## src/rtl/flash_seq_pkg.sv

```systemverilog
package flash_seq_pkg;

    // command opcodes
    localparam logic [7:0] OP_READ_ARRAY = 8'h52;
    localparam logic [7:0] OP_READ_STATUS = 8'h83;
    localparam logic [7:0] OP_CLEAR_STATUS = 8'h89;
    localparam logic [7:0] OP_READ_ID = 8'h85;
    localparam logic [7:0] OP_SECTOR_ERASE = 8'hF1;
    localparam logic [7:0] OP_CHIP_ERASE = 8'hF4;
    localparam logic [7:0] OP_PAGE_PROGRAM = 8'hF2;

    // operation_status_flags bit positions and power-on values
    localparam int ST_DONE_BIT = 7;
    localparam int ST_ERASE_ERR_BIT = 4;
    localparam int ST_PROG_ERR_BIT = 3;
    localparam int ST_READY_BIT = 0;
    localparam logic ST_DONE_RST = 1'b1;
    localparam logic ST_ERR_RST = 1'b0;

    // address byte layout
    localparam int ADDR_W = 23;
    localparam int AD1_MSB = 5;
    localparam int AD3_MSB = 1;
    localparam int BA_MSB = 6;
    localparam int PAGE_LSB = 7;
    localparam int SECTOR_LSB = 16;
    localparam int PAGE_BYTES = 128;
    localparam int PTR_W = 7;

    // byte positions within a frame
    localparam logic [2:0] BYTE_OPCODE = 3'h0;
    localparam logic [2:0] BYTE_AD1 = 3'h1;
    localparam logic [2:0] BYTE_AD2 = 3'h2;
    localparam logic [2:0] BYTE_AD3 = 3'h3;
    localparam logic [2:0] BYTE_BA = 3'h4;
    localparam logic [2:0] BYTE_DATA = 3'h5;
    localparam logic [2:0] BIT_LAST = 3'h7;

    // reset pin pulse width
    localparam int CLK_PERIOD_NS = 8;
    localparam int RESET_PULSE_NS = 500;
    localparam int RESET_PULSE_CYCLES = (RESET_PULSE_NS + CLK_PERIOD_NS - 1) / CLK_PERIOD_NS;
    localparam int RST_CNT_W = 7;

    typedef enum logic [2:0] {
        ST_READ_ARRAY_IDLE = 3'h0,
        ST_OPCODE = 3'h1,
        ST_ADDR = 3'h3,
        ST_DATA = 3'h2,
        ST_OUT = 3'h6,
        ST_ARMED = 3'h7,
        ST_IGNORE = 3'h5
    } state_type;

    typedef enum logic [1:0] {
        OPK_PROGRAM = 2'h0,
        OPK_SECTOR = 2'h1,
        OPK_CHIP = 2'h2
    } op_kind_type;

    typedef struct packed {
        logic reset_n;
        logic cs_n;
        logic sclk;
        logic si;
    } pins_type;

    localparam pins_type PINS_IDLE = 4'hC;

endpackage : flash_seq_pkg

```

## src/rtl/serial_flash_command_sequencer.sv

```systemverilog
// Overview of operation
// - clear-status resets erase-error bit 4 and program-error bit 3 and sets done bit 7
// - failing operation sets error flags; they stay until clear-status
// - program and erase commands refused while any error flag is set
// - identification: opcode, dummy byte, then maker and part codes out
// - sector erase takes A22..A16 and starts at chip-select rise
// - status and identification reads still answered while busy
// - one to 128 data bytes load into page buffer until chip select rises
// - a partial final data byte is discarded
// - buffer pointer wraps from last page byte to first
// - chip-select rise after page load starts programming that page
// - standby while chip select high and no operation running
// - power-up status: done bit 7 one, errors zero, ready bit 0 one
// - reset pin low long enough aborts, floats outputs, ignores commands
// - hardware reset returns sequencer to array-reading state
// - serial input and output bits move on serial clock rising edge
// - every byte travels most significant bit first
// - address bytes carry A22..A17, A16..A9, A8..A7, A6..A0
// - status bit 0 reads one when ready, zero while busy
// - bit 7 falls on completion, rises on new program, erase or clear
// - sector erase opcode is F1h
// - clear-status opcode is 89h, serial output floats during it
`timescale 1ns/1ps
`default_nettype none
module serial_flash_command_sequencer
    import flash_seq_pkg::*;
#(
    parameter logic [7:0] MAKER_CODE = 8'h5A,  // arbitrary value
    parameter logic [7:0] PART_CODE = 8'hA5,   // arbitrary value
    parameter logic [31:0] PROG_CYCLES = 32'h0007_A120,
    parameter logic [31:0] SECTOR_CYCLES = 32'h0100_0000,
    parameter logic [31:0] CHIP_CYCLES = 32'h1000_0000
) (
    // clock and reset
    input wire logic mclk_i,
    input wire logic rst_i,
    // serial pins
    input wire logic cs_n_i,
    input wire logic sclk_i,
    input wire logic si_i,
    input wire logic reset_n_i,
    output logic so_o,
    output logic so_oe_o,
    // array engine
    output logic op_start_o,
    output op_kind_type op_kind_o,
    output logic [ADDR_W-1:0] op_addr_o,
    input wire logic op_fail_i,
    input wire logic [PTR_W-1:0] buf_raddr_i,
    output logic [7:0] buf_rdata_o,
    // state
    output logic [7:0] status_o,
    output logic busy_o,
    output logic standby_o
);
    pins_type pins_raw;
    pins_type pins_s;
    logic sclk_prev_q;
    logic cs_prev_q;
    logic [RST_CNT_W-1:0] rst_cnt_q;
    logic hw_reset_q;
    state_type state_q;
    logic [7:0] cmd_q;
    logic [7:0] rx_q;
    logic [7:0] tx_q;
    logic [2:0] bit_cnt_q;
    logic [2:0] byte_cnt_q;
    logic id_sel_q;
    logic [PTR_W-1:0] ptr_q;
    logic data_seen_q;
    logic [7:0] page_buf [PAGE_BYTES];
    logic done_q;
    logic erase_err_q;
    logic prog_err_q;
    logic timer_busy;
    logic timer_done;
    logic [31:0] op_len;

    assign pins_raw = '{reset_n: reset_n_i, cs_n: cs_n_i, sclk: sclk_i, si: si_i};

    pin_sync #(
        .W($bits(pins_type)),
        .RST_VAL(PINS_IDLE)
    ) u_pin_sync (
        .mclk_i(mclk_i),
        .rst_i(rst_i),
        .d_i(pins_raw),
        .q_o(pins_s)
    );

    logic sclk_rise;
    logic cs_fall;
    logic cs_rise;
    logic byte_done;
    logic [7:0] rx_d;
    logic err_any;
    logic is_out_cmd;
    logic is_op_cmd;
    logic out_load;
    logic clear_cmd;
    logic start_ok;
    logic start_prog;
    logic start_erase;
    logic [7:0] status_d;

    assign sclk_rise = pins_s.sclk && !sclk_prev_q && !pins_s.cs_n && !hw_reset_q
                       && state_q != ST_READ_ARRAY_IDLE;
    assign cs_fall = !pins_s.cs_n && cs_prev_q;
    assign cs_rise = pins_s.cs_n && !cs_prev_q;
    assign rx_d = {rx_q[6:0], pins_s.si};
    assign byte_done = sclk_rise && bit_cnt_q == BIT_LAST;
    assign err_any = erase_err_q || prog_err_q;
    assign is_out_cmd = cmd_q == OP_READ_STATUS || cmd_q == OP_READ_ID;
    assign is_op_cmd = rx_d == OP_SECTOR_ERASE || rx_d == OP_CHIP_ERASE
                       || rx_d == OP_PAGE_PROGRAM;
    assign clear_cmd = byte_done && state_q == ST_OPCODE && rx_d == OP_CLEAR_STATUS;
    assign out_load = byte_done && is_out_cmd
                      && (state_q == ST_OUT || (state_q == ST_ADDR && byte_cnt_q == BYTE_AD1));
    assign start_ok = cs_rise && !hw_reset_q && !timer_busy && !err_any;
    assign start_prog = start_ok && state_q == ST_DATA && data_seen_q;
    assign start_erase = start_ok && state_q == ST_ARMED;
    assign op_len = (cmd_q == OP_PAGE_PROGRAM) ? PROG_CYCLES
                  : (cmd_q == OP_SECTOR_ERASE) ? SECTOR_CYCLES : CHIP_CYCLES;

    op_timer #(
        .W(32)
    ) u_op_timer (
        .mclk_i(mclk_i),
        .rst_i(rst_i),
        .start_i(start_prog || start_erase),
        .len_i(op_len),
        .abort_i(hw_reset_q),
        .busy_o(timer_busy),
        .done_o(timer_done)
    );

    always_ff @(posedge mclk_i or posedge rst_i) begin
        if (rst_i) begin
            sclk_prev_q <= 1'b0;
            cs_prev_q <= 1'b1;
        end else begin
            sclk_prev_q <= pins_s.sclk;
            cs_prev_q <= pins_s.cs_n;
        end
    end

    // reset pin must stay low a full pulse width before it takes effect
    always_ff @(posedge mclk_i or posedge rst_i) begin
        if (rst_i) begin
            rst_cnt_q <= '0;
            hw_reset_q <= 1'b0;
        end else if (pins_s.reset_n) begin
            rst_cnt_q <= '0;
            hw_reset_q <= 1'b0;
        end else if (rst_cnt_q == RST_CNT_W'(RESET_PULSE_CYCLES - 1)) begin
            hw_reset_q <= 1'b1;
        end else begin
            rst_cnt_q <= rst_cnt_q + RST_CNT_W'(1);
        end
    end

    always_ff @(posedge mclk_i or posedge rst_i) begin
        if (rst_i) begin
            state_q <= ST_READ_ARRAY_IDLE;
            cmd_q <= 8'h00;
            rx_q <= 8'h00;
            bit_cnt_q <= 3'h0;
            byte_cnt_q <= BYTE_OPCODE;
        end else if (hw_reset_q || cs_rise) begin
            state_q <= ST_READ_ARRAY_IDLE;
        end else if (cs_fall) begin
            state_q <= ST_OPCODE;
            bit_cnt_q <= 3'h0;
            byte_cnt_q <= BYTE_OPCODE;
        end else if (sclk_rise) begin
            rx_q <= rx_d;
            bit_cnt_q <= bit_cnt_q + 3'h1;
            if (byte_done && byte_cnt_q != BYTE_DATA) begin
                byte_cnt_q <= byte_cnt_q + 3'h1;
            end
            if (byte_done) begin
                case (state_q)
                    ST_OPCODE: begin
                        cmd_q <= rx_d;
                        if (rx_d == OP_READ_STATUS || rx_d == OP_READ_ID) begin
                            state_q <= ST_ADDR;
                        end else if (is_op_cmd && !err_any && !timer_busy) begin
                            state_q <= ST_ADDR;
                        end else begin
                            state_q <= ST_IGNORE;
                        end
                    end
                    ST_ADDR: begin
                        if (is_out_cmd) begin
                            state_q <= ST_OUT;
                        end else if (cmd_q != OP_PAGE_PROGRAM && byte_cnt_q == BYTE_AD2) begin
                            state_q <= ST_ARMED;
                        end else if (cmd_q == OP_PAGE_PROGRAM && byte_cnt_q == BYTE_BA) begin
                            state_q <= ST_DATA;
                        end
                    end
                    ST_DATA, ST_OUT, ST_ARMED, ST_IGNORE: begin
                        state_q <= state_q;
                    end
                    default: begin
                        state_q <= ST_IGNORE;
                    end
                endcase
            end
        end
    end

    // address capture; bits outside the layout are dropped
    always_ff @(posedge mclk_i or posedge rst_i) begin
        if (rst_i) begin
            op_addr_o <= '0;
        end else if (byte_done && state_q == ST_ADDR && !is_out_cmd) begin
            case (byte_cnt_q)
                BYTE_AD1: op_addr_o[ADDR_W-1:ADDR_W-1-AD1_MSB] <= rx_d[AD1_MSB:0];
                BYTE_AD2: op_addr_o[ADDR_W-2-AD1_MSB:PAGE_LSB+AD3_MSB+1] <= rx_d;
                BYTE_AD3: op_addr_o[PAGE_LSB+AD3_MSB:PAGE_LSB] <= rx_d[AD3_MSB:0];
                BYTE_BA: op_addr_o[BA_MSB:0] <= rx_d[BA_MSB:0];
                default: op_addr_o <= op_addr_o;
            endcase
        end
    end

    // page buffer load; only whole bytes are written
    always_ff @(posedge mclk_i or posedge rst_i) begin
        if (rst_i) begin
            ptr_q <= '0;
            data_seen_q <= 1'b0;
        end else if (cs_fall) begin
            data_seen_q <= 1'b0;
        end else if (byte_done && state_q == ST_ADDR && byte_cnt_q == BYTE_BA) begin
            ptr_q <= rx_d[BA_MSB:0];
        end else if (byte_done && state_q == ST_DATA) begin
            ptr_q <= ptr_q + PTR_W'(1);
            data_seen_q <= 1'b1;
        end
    end

    always_ff @(posedge mclk_i) begin
        if (byte_done && state_q == ST_DATA) begin
            page_buf[ptr_q] <= rx_d;
        end
        buf_rdata_o <= page_buf[buf_raddr_i];
    end

    // output shifter: bit changes on the same rising edge the host shifts on
    always_ff @(posedge mclk_i or posedge rst_i) begin
        if (rst_i) begin
            tx_q <= 8'h00;
            so_o <= 1'b0;
            so_oe_o <= 1'b0;
            id_sel_q <= 1'b0;
        end else if (hw_reset_q || pins_s.cs_n || cs_rise) begin
            so_oe_o <= 1'b0;
            id_sel_q <= 1'b0;
        end else if (out_load) begin
            so_oe_o <= 1'b1;
            if (cmd_q == OP_READ_STATUS) begin
                tx_q <= {status_d[6:0], 1'b0};
                so_o <= status_d[7];
            end else begin
                tx_q <= {(id_sel_q ? PART_CODE[6:0] : MAKER_CODE[6:0]), 1'b0};
                so_o <= id_sel_q ? PART_CODE[7] : MAKER_CODE[7];
                id_sel_q <= !id_sel_q;
            end
        end else if (sclk_rise && state_q == ST_OUT) begin
            so_o <= tx_q[7];
            tx_q <= {tx_q[6:0], 1'b0};
        end
    end

    always_ff @(posedge mclk_i or posedge rst_i) begin
        if (rst_i) begin
            op_start_o <= 1'b0;
            op_kind_o <= OPK_PROGRAM;
        end else begin
            op_start_o <= start_prog || start_erase;
            if (start_prog) begin
                op_kind_o <= OPK_PROGRAM;
            end else if (start_erase) begin
                op_kind_o <= (cmd_q == OP_SECTOR_ERASE) ? OPK_SECTOR : OPK_CHIP;
            end
        end
    end

    // completion falls on a finished operation; that event wins over a clear
    always_ff @(posedge mclk_i or posedge rst_i) begin
        if (rst_i) begin
            done_q <= ST_DONE_RST;
            erase_err_q <= ST_ERR_RST;
            prog_err_q <= ST_ERR_RST;
        end else begin
            if (timer_done) begin
                done_q <= 1'b0;
            end else if (start_prog || start_erase || clear_cmd) begin
                done_q <= 1'b1;
            end
            if (timer_done && op_fail_i && op_kind_o != OPK_PROGRAM) begin
                erase_err_q <= 1'b1;
            end else if (clear_cmd) begin
                erase_err_q <= 1'b0;
            end
            if (timer_done && op_fail_i && op_kind_o == OPK_PROGRAM) begin
                prog_err_q <= 1'b1;
            end else if (clear_cmd) begin
                prog_err_q <= 1'b0;
            end
        end
    end

    always_comb begin
        status_d = 8'h00;
        status_d[ST_DONE_BIT] = done_q;
        status_d[ST_ERASE_ERR_BIT] = erase_err_q;
        status_d[ST_PROG_ERR_BIT] = prog_err_q;
        // ready waits for the flags to settle so a poll never sees ready with stale flags
        status_d[ST_READY_BIT] = !timer_busy && !timer_done;
    end

    always_ff @(posedge mclk_i or posedge rst_i) begin
        if (rst_i) begin
            status_o <= 8'h81;
            busy_o <= 1'b0;
            standby_o <= 1'b1;
        end else begin
            status_o <= status_d;
            busy_o <= timer_busy;
            standby_o <= pins_s.cs_n && !timer_busy;
        end
    end

    property p_clear_flags;
        @(posedge mclk_i) disable iff (rst_i)
        clear_cmd && !timer_done |=> !erase_err_q && !prog_err_q && done_q;
    endproperty
    a_clear_flags: assert property (p_clear_flags) else $error("clear left flags");

    property p_err_sticky;
        @(posedge mclk_i) disable iff (rst_i)
        $fell(erase_err_q) || $fell(prog_err_q) |-> $past(clear_cmd);
    endproperty
    a_err_sticky: assert property (p_err_sticky) else $error("error flag lost");

    property p_refuse;
        @(posedge mclk_i) disable iff (rst_i)
        op_start_o |-> !$past(err_any) && !$past(timer_busy);
    endproperty
    a_refuse: assert property (p_refuse) else $error("operation started with error set");

    property p_erase_start;
        @(posedge mclk_i) disable iff (rst_i)
        start_erase |=> op_start_o && op_kind_o != OPK_PROGRAM ##1 busy_o && !status_o[0];
    endproperty
    a_erase_start: assert property (p_erase_start) else $error("erase did not start");

    property p_wrap;
        @(posedge mclk_i) disable iff (rst_i)
        byte_done && state_q == ST_DATA && ptr_q == PTR_W'(PAGE_BYTES - 1) |=> ptr_q == '0;
    endproperty
    a_wrap: assert property (p_wrap) else $error("pointer did not wrap");

    property p_standby;
        @(posedge mclk_i) disable iff (rst_i)
        ##1 standby_o == ($past(pins_s.cs_n) && $past(timer_busy) == 1'b0);
    endproperty
    a_standby: assert property (p_standby) else $error("standby mismatch");

    property p_hw_reset;
        @(posedge mclk_i) disable iff (rst_i)
        hw_reset_q |=> !so_oe_o && state_q == ST_READ_ARRAY_IDLE ##1 !busy_o [*2];
    endproperty
    a_hw_reset: assert property (p_hw_reset) else $error("reset pin not obeyed");

    property p_done_fall;
        @(posedge mclk_i) disable iff (rst_i)
        $fell(done_q) |-> $past(timer_done) ##1 !status_o[ST_DONE_BIT];
    endproperty
    a_done_fall: assert property (p_done_fall) else $error("completion bit fell early");

    property p_oe_only_out;
        @(posedge mclk_i) disable iff (rst_i)
        so_oe_o |-> !$past(pins_s.cs_n) && (state_q == ST_OUT) && is_out_cmd;
    endproperty
    a_oe_only_out: assert property (p_oe_only_out) else $error("output driven off read");

endmodule : serial_flash_command_sequencer
`default_nettype wire

```

## src/rtl/pin_sync.sv

```systemverilog
`timescale 1ns/1ps
`default_nettype none
module pin_sync #(
    parameter int W = 4,
    parameter logic [W-1:0] RST_VAL = '0
) (
    // clock and reset
    input wire logic mclk_i,
    input wire logic rst_i,
    // pins in, filtered levels out
    input wire logic [W-1:0] d_i,
    output logic [W-1:0] q_o
);
    logic [W-1:0] s1_q;
    logic [W-1:0] s2_q;
    logic [W-1:0] s3_q;

    genvar i;
    generate
        for (i = 0; i < W; i++) begin : g_bit
            always_ff @(posedge mclk_i or posedge rst_i) begin
                if (rst_i) begin
                    s1_q[i] <= RST_VAL[i];
                    s2_q[i] <= RST_VAL[i];
                    s3_q[i] <= RST_VAL[i];
                    q_o[i] <= RST_VAL[i];
                end else begin
                    s1_q[i] <= d_i[i];
                    s2_q[i] <= s1_q[i];
                    s3_q[i] <= s2_q[i];
                    // a change counts only once two stages agree
                    if (s2_q[i] == s3_q[i]) begin
                        q_o[i] <= s3_q[i];
                    end
                end
            end
        end
    endgenerate
endmodule : pin_sync
`default_nettype wire

```

## src/rtl/op_timer.sv

```systemverilog
`timescale 1ns/1ps
`default_nettype none
module op_timer #(
    parameter int W = 32
) (
    // clock and reset
    input wire logic mclk_i,
    input wire logic rst_i,
    // control
    input wire logic start_i,
    input wire logic [W-1:0] len_i,
    input wire logic abort_i,
    // status
    output logic busy_o,
    output logic done_o
);
    logic [W-1:0] cnt_q;

    always_ff @(posedge mclk_i or posedge rst_i) begin
        if (rst_i) begin
            cnt_q <= '0;
            done_o <= 1'b0;
        end else if (abort_i) begin
            cnt_q <= '0;
            done_o <= 1'b0;
        end else if (start_i && cnt_q == '0) begin
            cnt_q <= (len_i == '0) ? {{(W-1){1'b0}}, 1'b1} : len_i;
            done_o <= 1'b0;
        end else begin
            done_o <= (cnt_q == {{(W-1){1'b0}}, 1'b1});
            if (cnt_q != '0) begin
                cnt_q <= cnt_q - {{(W-1){1'b0}}, 1'b1};
            end
        end
    end

    assign busy_o = (cnt_q != '0);
endmodule : op_timer
`default_nettype wire

```

## config.mk

```make
export PLATFORM = sky130hd
export DESIGN_NAME = serial_flash_command_sequencer
export DESIGN_NICKNAME = d
export VERILOG_FILES = /design/src/rtl/flash_seq_pkg.sv /design/src/rtl/serial_flash_command_sequencer.sv /design/src/rtl/pin_sync.sv /design/src/rtl/op_timer.sv
export SDC_FILE = /design/constraint.sdc
export NUM_CORES = 1
export LEC_CHECK = 0
export ABC_CLOCK_PERIOD_IN_PS = 4750
export BUFFER_PORTS_ARGS = -buffer_cell sky130_fd_sc_hd__buf_4
export CORE_MARGIN = 4
export CORE_UTILIZATION = 45
export DETAILED_ROUTE_END_ITERATION = 16
export SLEW_MARGIN = 20
export SYNTH_ARGS = -nofsm -noshare
export SYNTH_HDL_FRONTEND = slang
export SYNTH_SLANG_ARGS = --single-unit
export TNS_END_PERCENT = 1
```

## constraint.sdc

```tcl
create_clock -name mclk_i -period 4.75 [get_ports mclk_i]
set_input_delay 0.475 -clock mclk_i [delete_from_list [all_inputs] [get_ports mclk_i]]
set_output_delay 0.475 -clock mclk_i [all_outputs]
set_load 0.02 [all_outputs]
```

# Word-level counts from Yosys, hierarchy flattened
# Memory sizes are Yosys's and may differ from the RTL's. A register that Yosys moved wholly into a read port is not among the register bits.
# Cells that the tools add are included.
[totals]
ff_bits = 137
ram_bits = 1024
in_bits = 14
word_cells = 231
memories = 1
[classes]
n_addsub = 5
eq_ne = 34
muxes = 55
n_bitwise = 3
n_reduce_logical = 88
[mem_list]
columns = ["memory", "words", "word_bits", "rd", "rd_clocked_by_memory_dff", "write_ports", "line", "rtl"]
rows = [
  ["page_buf", 128, 8, 1, 1, 1, "serial_flash_command_sequencer.sv:71", "logic [7:0] page_buf [PAGE_BYTES];"],
]
[ops]
columns = ["cell", "n"]
rows = [
  ["two-way mux 32 bit", 3],
  ["two-way mux 29 bit", 3],
  ["equality test 8 bit, second input constant", 10],
  ["zero test 32 bit", 2],
  ["two-way mux 3 bit", 14],
  ["two-way mux 7 bit", 5],
  ["logical AND 1 bit", 34],
  ["equality test 32 x 1 -> 1 bit, second input constant", 1],
  ["nonzero test 32 bit", 1],
  ["subtractor 32 x 1 -> 32 bit, second input constant", 1],
  ["two-way mux 8 bit", 3],
  ["nonzero test 2 bit", 12],
  ["two-way mux 1 bit", 23],
  ["AND reduction 2 bit", 9],
  ["equality test 3 bit, second input constant", 5],
  ["adder 7 x 1 -> 7 bit, second input constant", 2],
  ["equality test 3 x 2 -> 1 bit, second input constant", 4],
  ["nonzero test 3 bit", 4],
  ["logical OR 1 bit", 11],
  ["zero test 1 bit", 9],
  ["one-hot mux 3 bit (3 select lines)", 1],
  ["inequality test 8 bit, second input constant", 1],
  ["equality test 7 x 6 -> 1 bit, second input constant", 1],
  ["adder 3 x 1 -> 3 bit, second input constant", 2],
  ["other kinds (13)", 24],
]

# Depth between registers and ports, before layout
[depth]
ltp_word = 12
mapped_depth = 10
ltp_nobuf = 8

# Cells and area by module
# Synthesis repeated with hierarchy kept, for this count alone.
[unflattened]
hier_cells = 2702
area_unflattened_um2 = 46568.4
[by_module_without_submodules]
columns = ["module", "instances", "cells_per_inst", "area_each_um2", "seq_area_each_um2"]
rows = [
  ["serial_flash_command_sequencer", 1, 2456, 44063.5, 33093.0],
  ["op_timer", 1, 225, 2045.7, 825.8],
  ["pin_sync", 1, 21, 459.2, 410.4],
]

# Least setup slack after synthesis
# No wires, ideal clock.
[synth_timing]
path_kind = "register to register"
start = "register u_pin_sync.q_o[0]"
end = "register state_q[2]"
setup_ns = 0.135
t_arrival_ns = 2.848
setup_slack_ns = 1.767
stages_incl_launch_ff = 6
path_buffers = 0
path_cell_list = "dfrtp_1 -> xor2_1 -> o21ai_0 -> or4_1 -> o21ai_1 -> a221oi_1"
[synth_via]
elab_chain_cells = 12
elab_cells_between_ends = 17
classes_between = "eq/ne (5); mux (7); reduce/logical (5)"
[synth_rtl]
columns = ["item", "line", "rtl"]
rows = [
  ["from (decl)", "pin_sync.sv:12", "output logic [W-1:0] q_o"],
  ["from (signal, indexed assignment)", "pin_sync.sv:26", "q_o[i] <= RST_VAL[i];"],
  ["from (signal, indexed assignment)", "pin_sync.sv:33", "q_o[i] <= s3_q[i];"],
  ["equality test 8 bit", "serial_flash_command_sequencer.sv:114", "assign is_op_cmd = rx_d == OP_SECTOR_ERASE || rx_d == OP_CHIP_ERASE"],
  ["logical OR 1 bit", "serial_flash_command_sequencer.sv:114", ""],
  ["logical OR 1 bit", "serial_flash_command_sequencer.sv:115", "|| rx_d == OP_PAGE_PROGRAM;"],
  ["logical AND 1 bit (2 in series)", "serial_flash_command_sequencer.sv:187", "end else if (is_op_cmd && !err_any && !timer_busy) begin"],
  ["two-way mux 3 bit", "serial_flash_command_sequencer.sv:187", ""],
  ["two-way mux 3 bit *", "serial_flash_command_sequencer.sv:185", "if (rx_d == OP_READ_STATUS || rx_d == OP_READ_ID) begin"],
  ["one-hot mux 3 bit (3 select lines) *", "serial_flash_command_sequencer.sv:182", "case (state_q)"],
  ["two-way mux 3 bit *", "serial_flash_command_sequencer.sv:181", "if (byte_done) begin"],
  ["two-way mux 3 bit *", "serial_flash_command_sequencer.sv:175", "end else if (sclk_rise) begin"],
  ["two-way mux 3 bit *", "serial_flash_command_sequencer.sv:171", "end else if (cs_fall) begin"],
  ["two-way mux 3 bit *", "serial_flash_command_sequencer.sv:169", "end else if (hw_reset_q || cs_rise) begin"],
  ["to (signal assigned)", "serial_flash_command_sequencer.sv:203", "state_q <= state_q;"],
  ["to (decl)", "serial_flash_command_sequencer.sv:62", "state_type state_q;"],
]
# Mark *: on every way between the ends. The rest lies on a longest branch, timed or not. The select of a mux whose other input is x is not followed.
# A chain may end at the register's enable or synchronous reset.

# Worst setup path in the final report
[layout_timing]
start = "register bit_cnt_q[0]"
end = "memory page_buf[26][5], enable pin"
[layout_via]
elab_chain_cells = 5
[layout_rtl]
columns = ["item", "line", "rtl"]
rows = [
  ["from (decl)", "serial_flash_command_sequencer.sv:66", "logic [2:0] bit_cnt_q;"],
  ["from (signal assigned)", "serial_flash_command_sequencer.sv:177", "bit_cnt_q <= bit_cnt_q + 3'h1;"],
  ["equality test 3 bit", "serial_flash_command_sequencer.sv:111", "assign byte_done = sclk_rise && bit_cnt_q == BIT_LAST;"],
  ["logical AND 1 bit", "serial_flash_command_sequencer.sv:111", ""],
  ["logical AND 1 bit", "serial_flash_command_sequencer.sv:244", "if (byte_done && state_q == ST_DATA) begin"],
  ["two-way mux 1 bit", "serial_flash_command_sequencer.sv:244", ""],
  ["two-way mux 1 bit (implied by the code)", "serial_flash_command_sequencer.sv:245", "page_buf[ptr_q] <= rx_d;"],
  ["to (decl)", "serial_flash_command_sequencer.sv:71", ""],
]
# No other way between the ends.

==> flow_summary.toml <==
[worst_setup_path]
crit_fanout = 16
cp-start-kind = "flop"
critPathArrivalTime_ns = 3.57
slowest_delay_ns = 0.82
crit_path_cell_trace = "ha_1, ha_1, nor2b_1, nand4_1, nor2_1, nand2_2, nor2_1"
critPathTopFamily = "simple AND/OR/NAND/NOR gates"
crit_slowest_cell = "nor2_1"
critPathCaptureType = "flop"
crit_type = "reg2reg"
cp_data_required_time_ns = 5.07
critPathBufInv = 0

[power]
power_switching_share_pct = 21.8
p_seq_share_pct = 53.3
power.switching_w = 0.00487
peakVddDrop_v = 0.000421
clock_power_share_pct = 42.2
p_leak_nw = 17.6
powerDensity_nw_per_um2 = 430
combPwrFrac_pct = 4.5
internal_power_w = 0.0175

[run]
maxCapViolCount = 0

[global_routing]
antenna_found_initial = 2
grt_pass1_wl_um = 162000
grt_max_degree = 104
grt_overflow = 0
grt_pass1_vias = 24702
grtUsageTotal_pct = 20.4

[clocking]
htreeDepth = 3
clock_latency_ns = 0.69
cts-root-buf = "clkbuf_16"
cts.repair.resized = 0
clk_pin_slew_ns = 0.06
cts_buffers = 118
cts.sinks = 1168
clk_path_buf_depth = 3
cts_tree = "yes"

[synthesis]
synth.distinct_cells = 77
yosysSeqAreaShare_pct = 74.8
synth_top_area_share_pct = 67.0
synthTopCellsByArea = "edfxtp_1 67%, mux4_2 9.4%, dfrtp_1 6.7%"
synth_top_area_cell = "edfxtp_1"
synth_edf_count = 1024
syn-cell-area_um2 = 45900
avgSynthCellArea_um2 = 18.2
async_reset_ff_share_pct = 11.6
ys_ff_latch = 1168
synth_cells = 2521
synth_top_flop_cell = "edfxtp_1"
yosysWarnings = 0

[run_status]
run_status = "finished, final reports clean"

[sta]
finalHoldViolCount = 0
fin_crit_sh_pct = 68.3
maxSlewViolCount = 0
fin_hold_ws_ns = 0.00407
fin_setup_tns_ns = 0
tightestPinTransition_ns = 1.12
slew_headroom_pct = 25.5
skew_ns = 0.0339
fmax_mhz = 308
rsz0062_at_grt = "no"
setup_viol_count_final = 0
min_period_ns = 3.25

[finish]
area_delta_synth_final_pct = 13.1
mostFrequentLayoutCell = "edfxtp_1"
mostFrequentLayoutCells = "1024 x edfxtp_1, 198 x nor2_1, 192 x mux4_2"
utilization_pct = 51.6
nFillCells = 7896
drive_above_1_share_pct = 20.5
num-nets-final = 2636

[drt]
wl_um = 109000
ant_nets = 0
vias = 23682
vias_per_cell = 5.82
wl_per_cell_um = 26.8
drt-pass1-iter-count = 5
drc = 0
drt-initial-drc-count = 2245

[placed_design]
dpl.hpwl_um = 64900
io_buffers = 55
place.gp.congestion = 0.811

[worst_hold_path]
hold_class = "in2async"

[die]
std_cell_rows = 116
core_area_um2 = 101000
io_pins = 60
dieArea_um2 = 107000
initial_utilization_pct = 45.6
die_h_um = 327
dieWidth_um = 327
-- state kept, by name (all words and copies together), names as in the netlist, 4 cells and up --
signal            cells
op_addr_o            23
cmd_q                 8
buf_rdata_o           8
tx_q                  7
u_pin_sync.s2_q       4
rst_cnt_q             7
u_pin_sync.s3_q       4
page_buf           1024
status_o              4
u_pin_sync.s1_q       4
rx_q                  7
ptr_q                 7
u_pin_sync.q_o        4
u_op_timer.cnt_q     32
-- worst register-to-register path, stage by stage (launching register included) --
cell and delay (ns):
dfrtp_1 0.37, ha_1 0.15, ha_1 0.17, nor2b_1 0.19, nand4_1 0.21, nor2_1 0.30, nand2_2 0.63, nor2_1 0.85
-- cells by family after synthesis --
family                     share of synthesized area [%]
adders and majority gates                          0.442
and+or+nand+nor                                     5.22
xor gates and xnor gates                           0.649
buffers and inverters                               1.40
DFF                                                 74.8
other                                            0.00817
AOI/OAI and AO/OA                                   4.29
muxes                                               13.2
-- final cells by class --
type                            instances  area (µm²)  area share (%)
Tap cell                             1357        1700            3.27
Multi-Input combinational cell       1203       10900            21.1
Timing Repair Buffer                   98         840            1.62
Clock buffer                          145        3130            6.03
Inverter                               20        80.1           0.154
Clock inverter                         79         841            1.62
Antenna cell                            1        2.50         0.00482
Sequential cell                      1168       34400            66.2
-- power groups by stage --
| stage | logic, W | clock network [W] | registers [W] |
|---|---|---|---|
| floorplan | 0.000466 | 0 | 0.0121 |
| global placement | 0.000990 | 0 | 0.0121 |
| detailed placement | 0.00101 | 0 | 0.0121 |
| CTS | 0.00102 | 0.00960 | 0.0119 |
| global route | 0.00109 | 0.0101 | 0.0119 |
| finish | 0.00100 | 0.00943 | 0.0119 |
-- metrics by stage --
step	instance area, µm²	total power, W	setup WS (ns)	std cells
after CTS	51900	0.0225	1.53	4070
after floorplan	45900	0.0126	0.657	2524
final	51900	0.0223	1.50	4071
after detailed placement	47900	0.0131	1.54	3842
after global placement	47900	0.0131	1.56	3842
after global routing	51900	0.0231	1.31	4071
-- worst paths after layout --
check	end	start	depth (start not counted)	slack, ns
max in group asynchronous	u_pin_sync.s3_q[2]	rst_i	3	3.70
min in group mclk_i	prog_err_q	op_fail_i	3	0.10
worst max-delay path	page_buf[26][5]	bit_cnt_q[0]	7	1.50
worst min-delay path	op_addr_o[19]	rst_i	2	0.004
worst min register to register	u_pin_sync.s2_q[1]	u_pin_sync.s1_q[1]	0	0.35
worst max register to register	page_buf[26][5]	bit_cnt_q[0]	7	1.50
-- cells in the mapped netlist (all sizes together), types with 3 or more instances --
library cell,number
edfxtp,1024
nor2,200
mux4,192
nand2,146
mux2i,129
dfrtp,123
clkbuf,85
a211oi,67
o22ai,67
a22oi,64
buf,48
mux2,38
a21oi,37
nand3,32
nor3,31
xor2,21
inv,20
nor2b,18
o21ai,18
nand4,17
dfstp,13
ha,13
xnor2,13
or3,12
nor4,10
nand3b,9
dfxtp,8
a31oi,6
or4,5
a21o,4
maj3,4
o211ai,4
o21a,4
and2,3
and3,3
nand2b,3
nor4b,3
o22a,3
or3b,3
-- per-layer routing --
layer	vias to the layer above	track usage, %	part of all wire, %
li1	10245	-	-
met3	179	4.48	7.2
met4	0	5.78	2.9
met1	12403	28.0	42
met5	-	0	0
met2	855	33.0	48
-- what timing repair did --
item,4_1_cts,5_1_grt
hold endpoints to repair,4,0
buffers inserted,0,0
hold buffers,4,0
No activity file was read; power rests on OpenSTA's default activity.
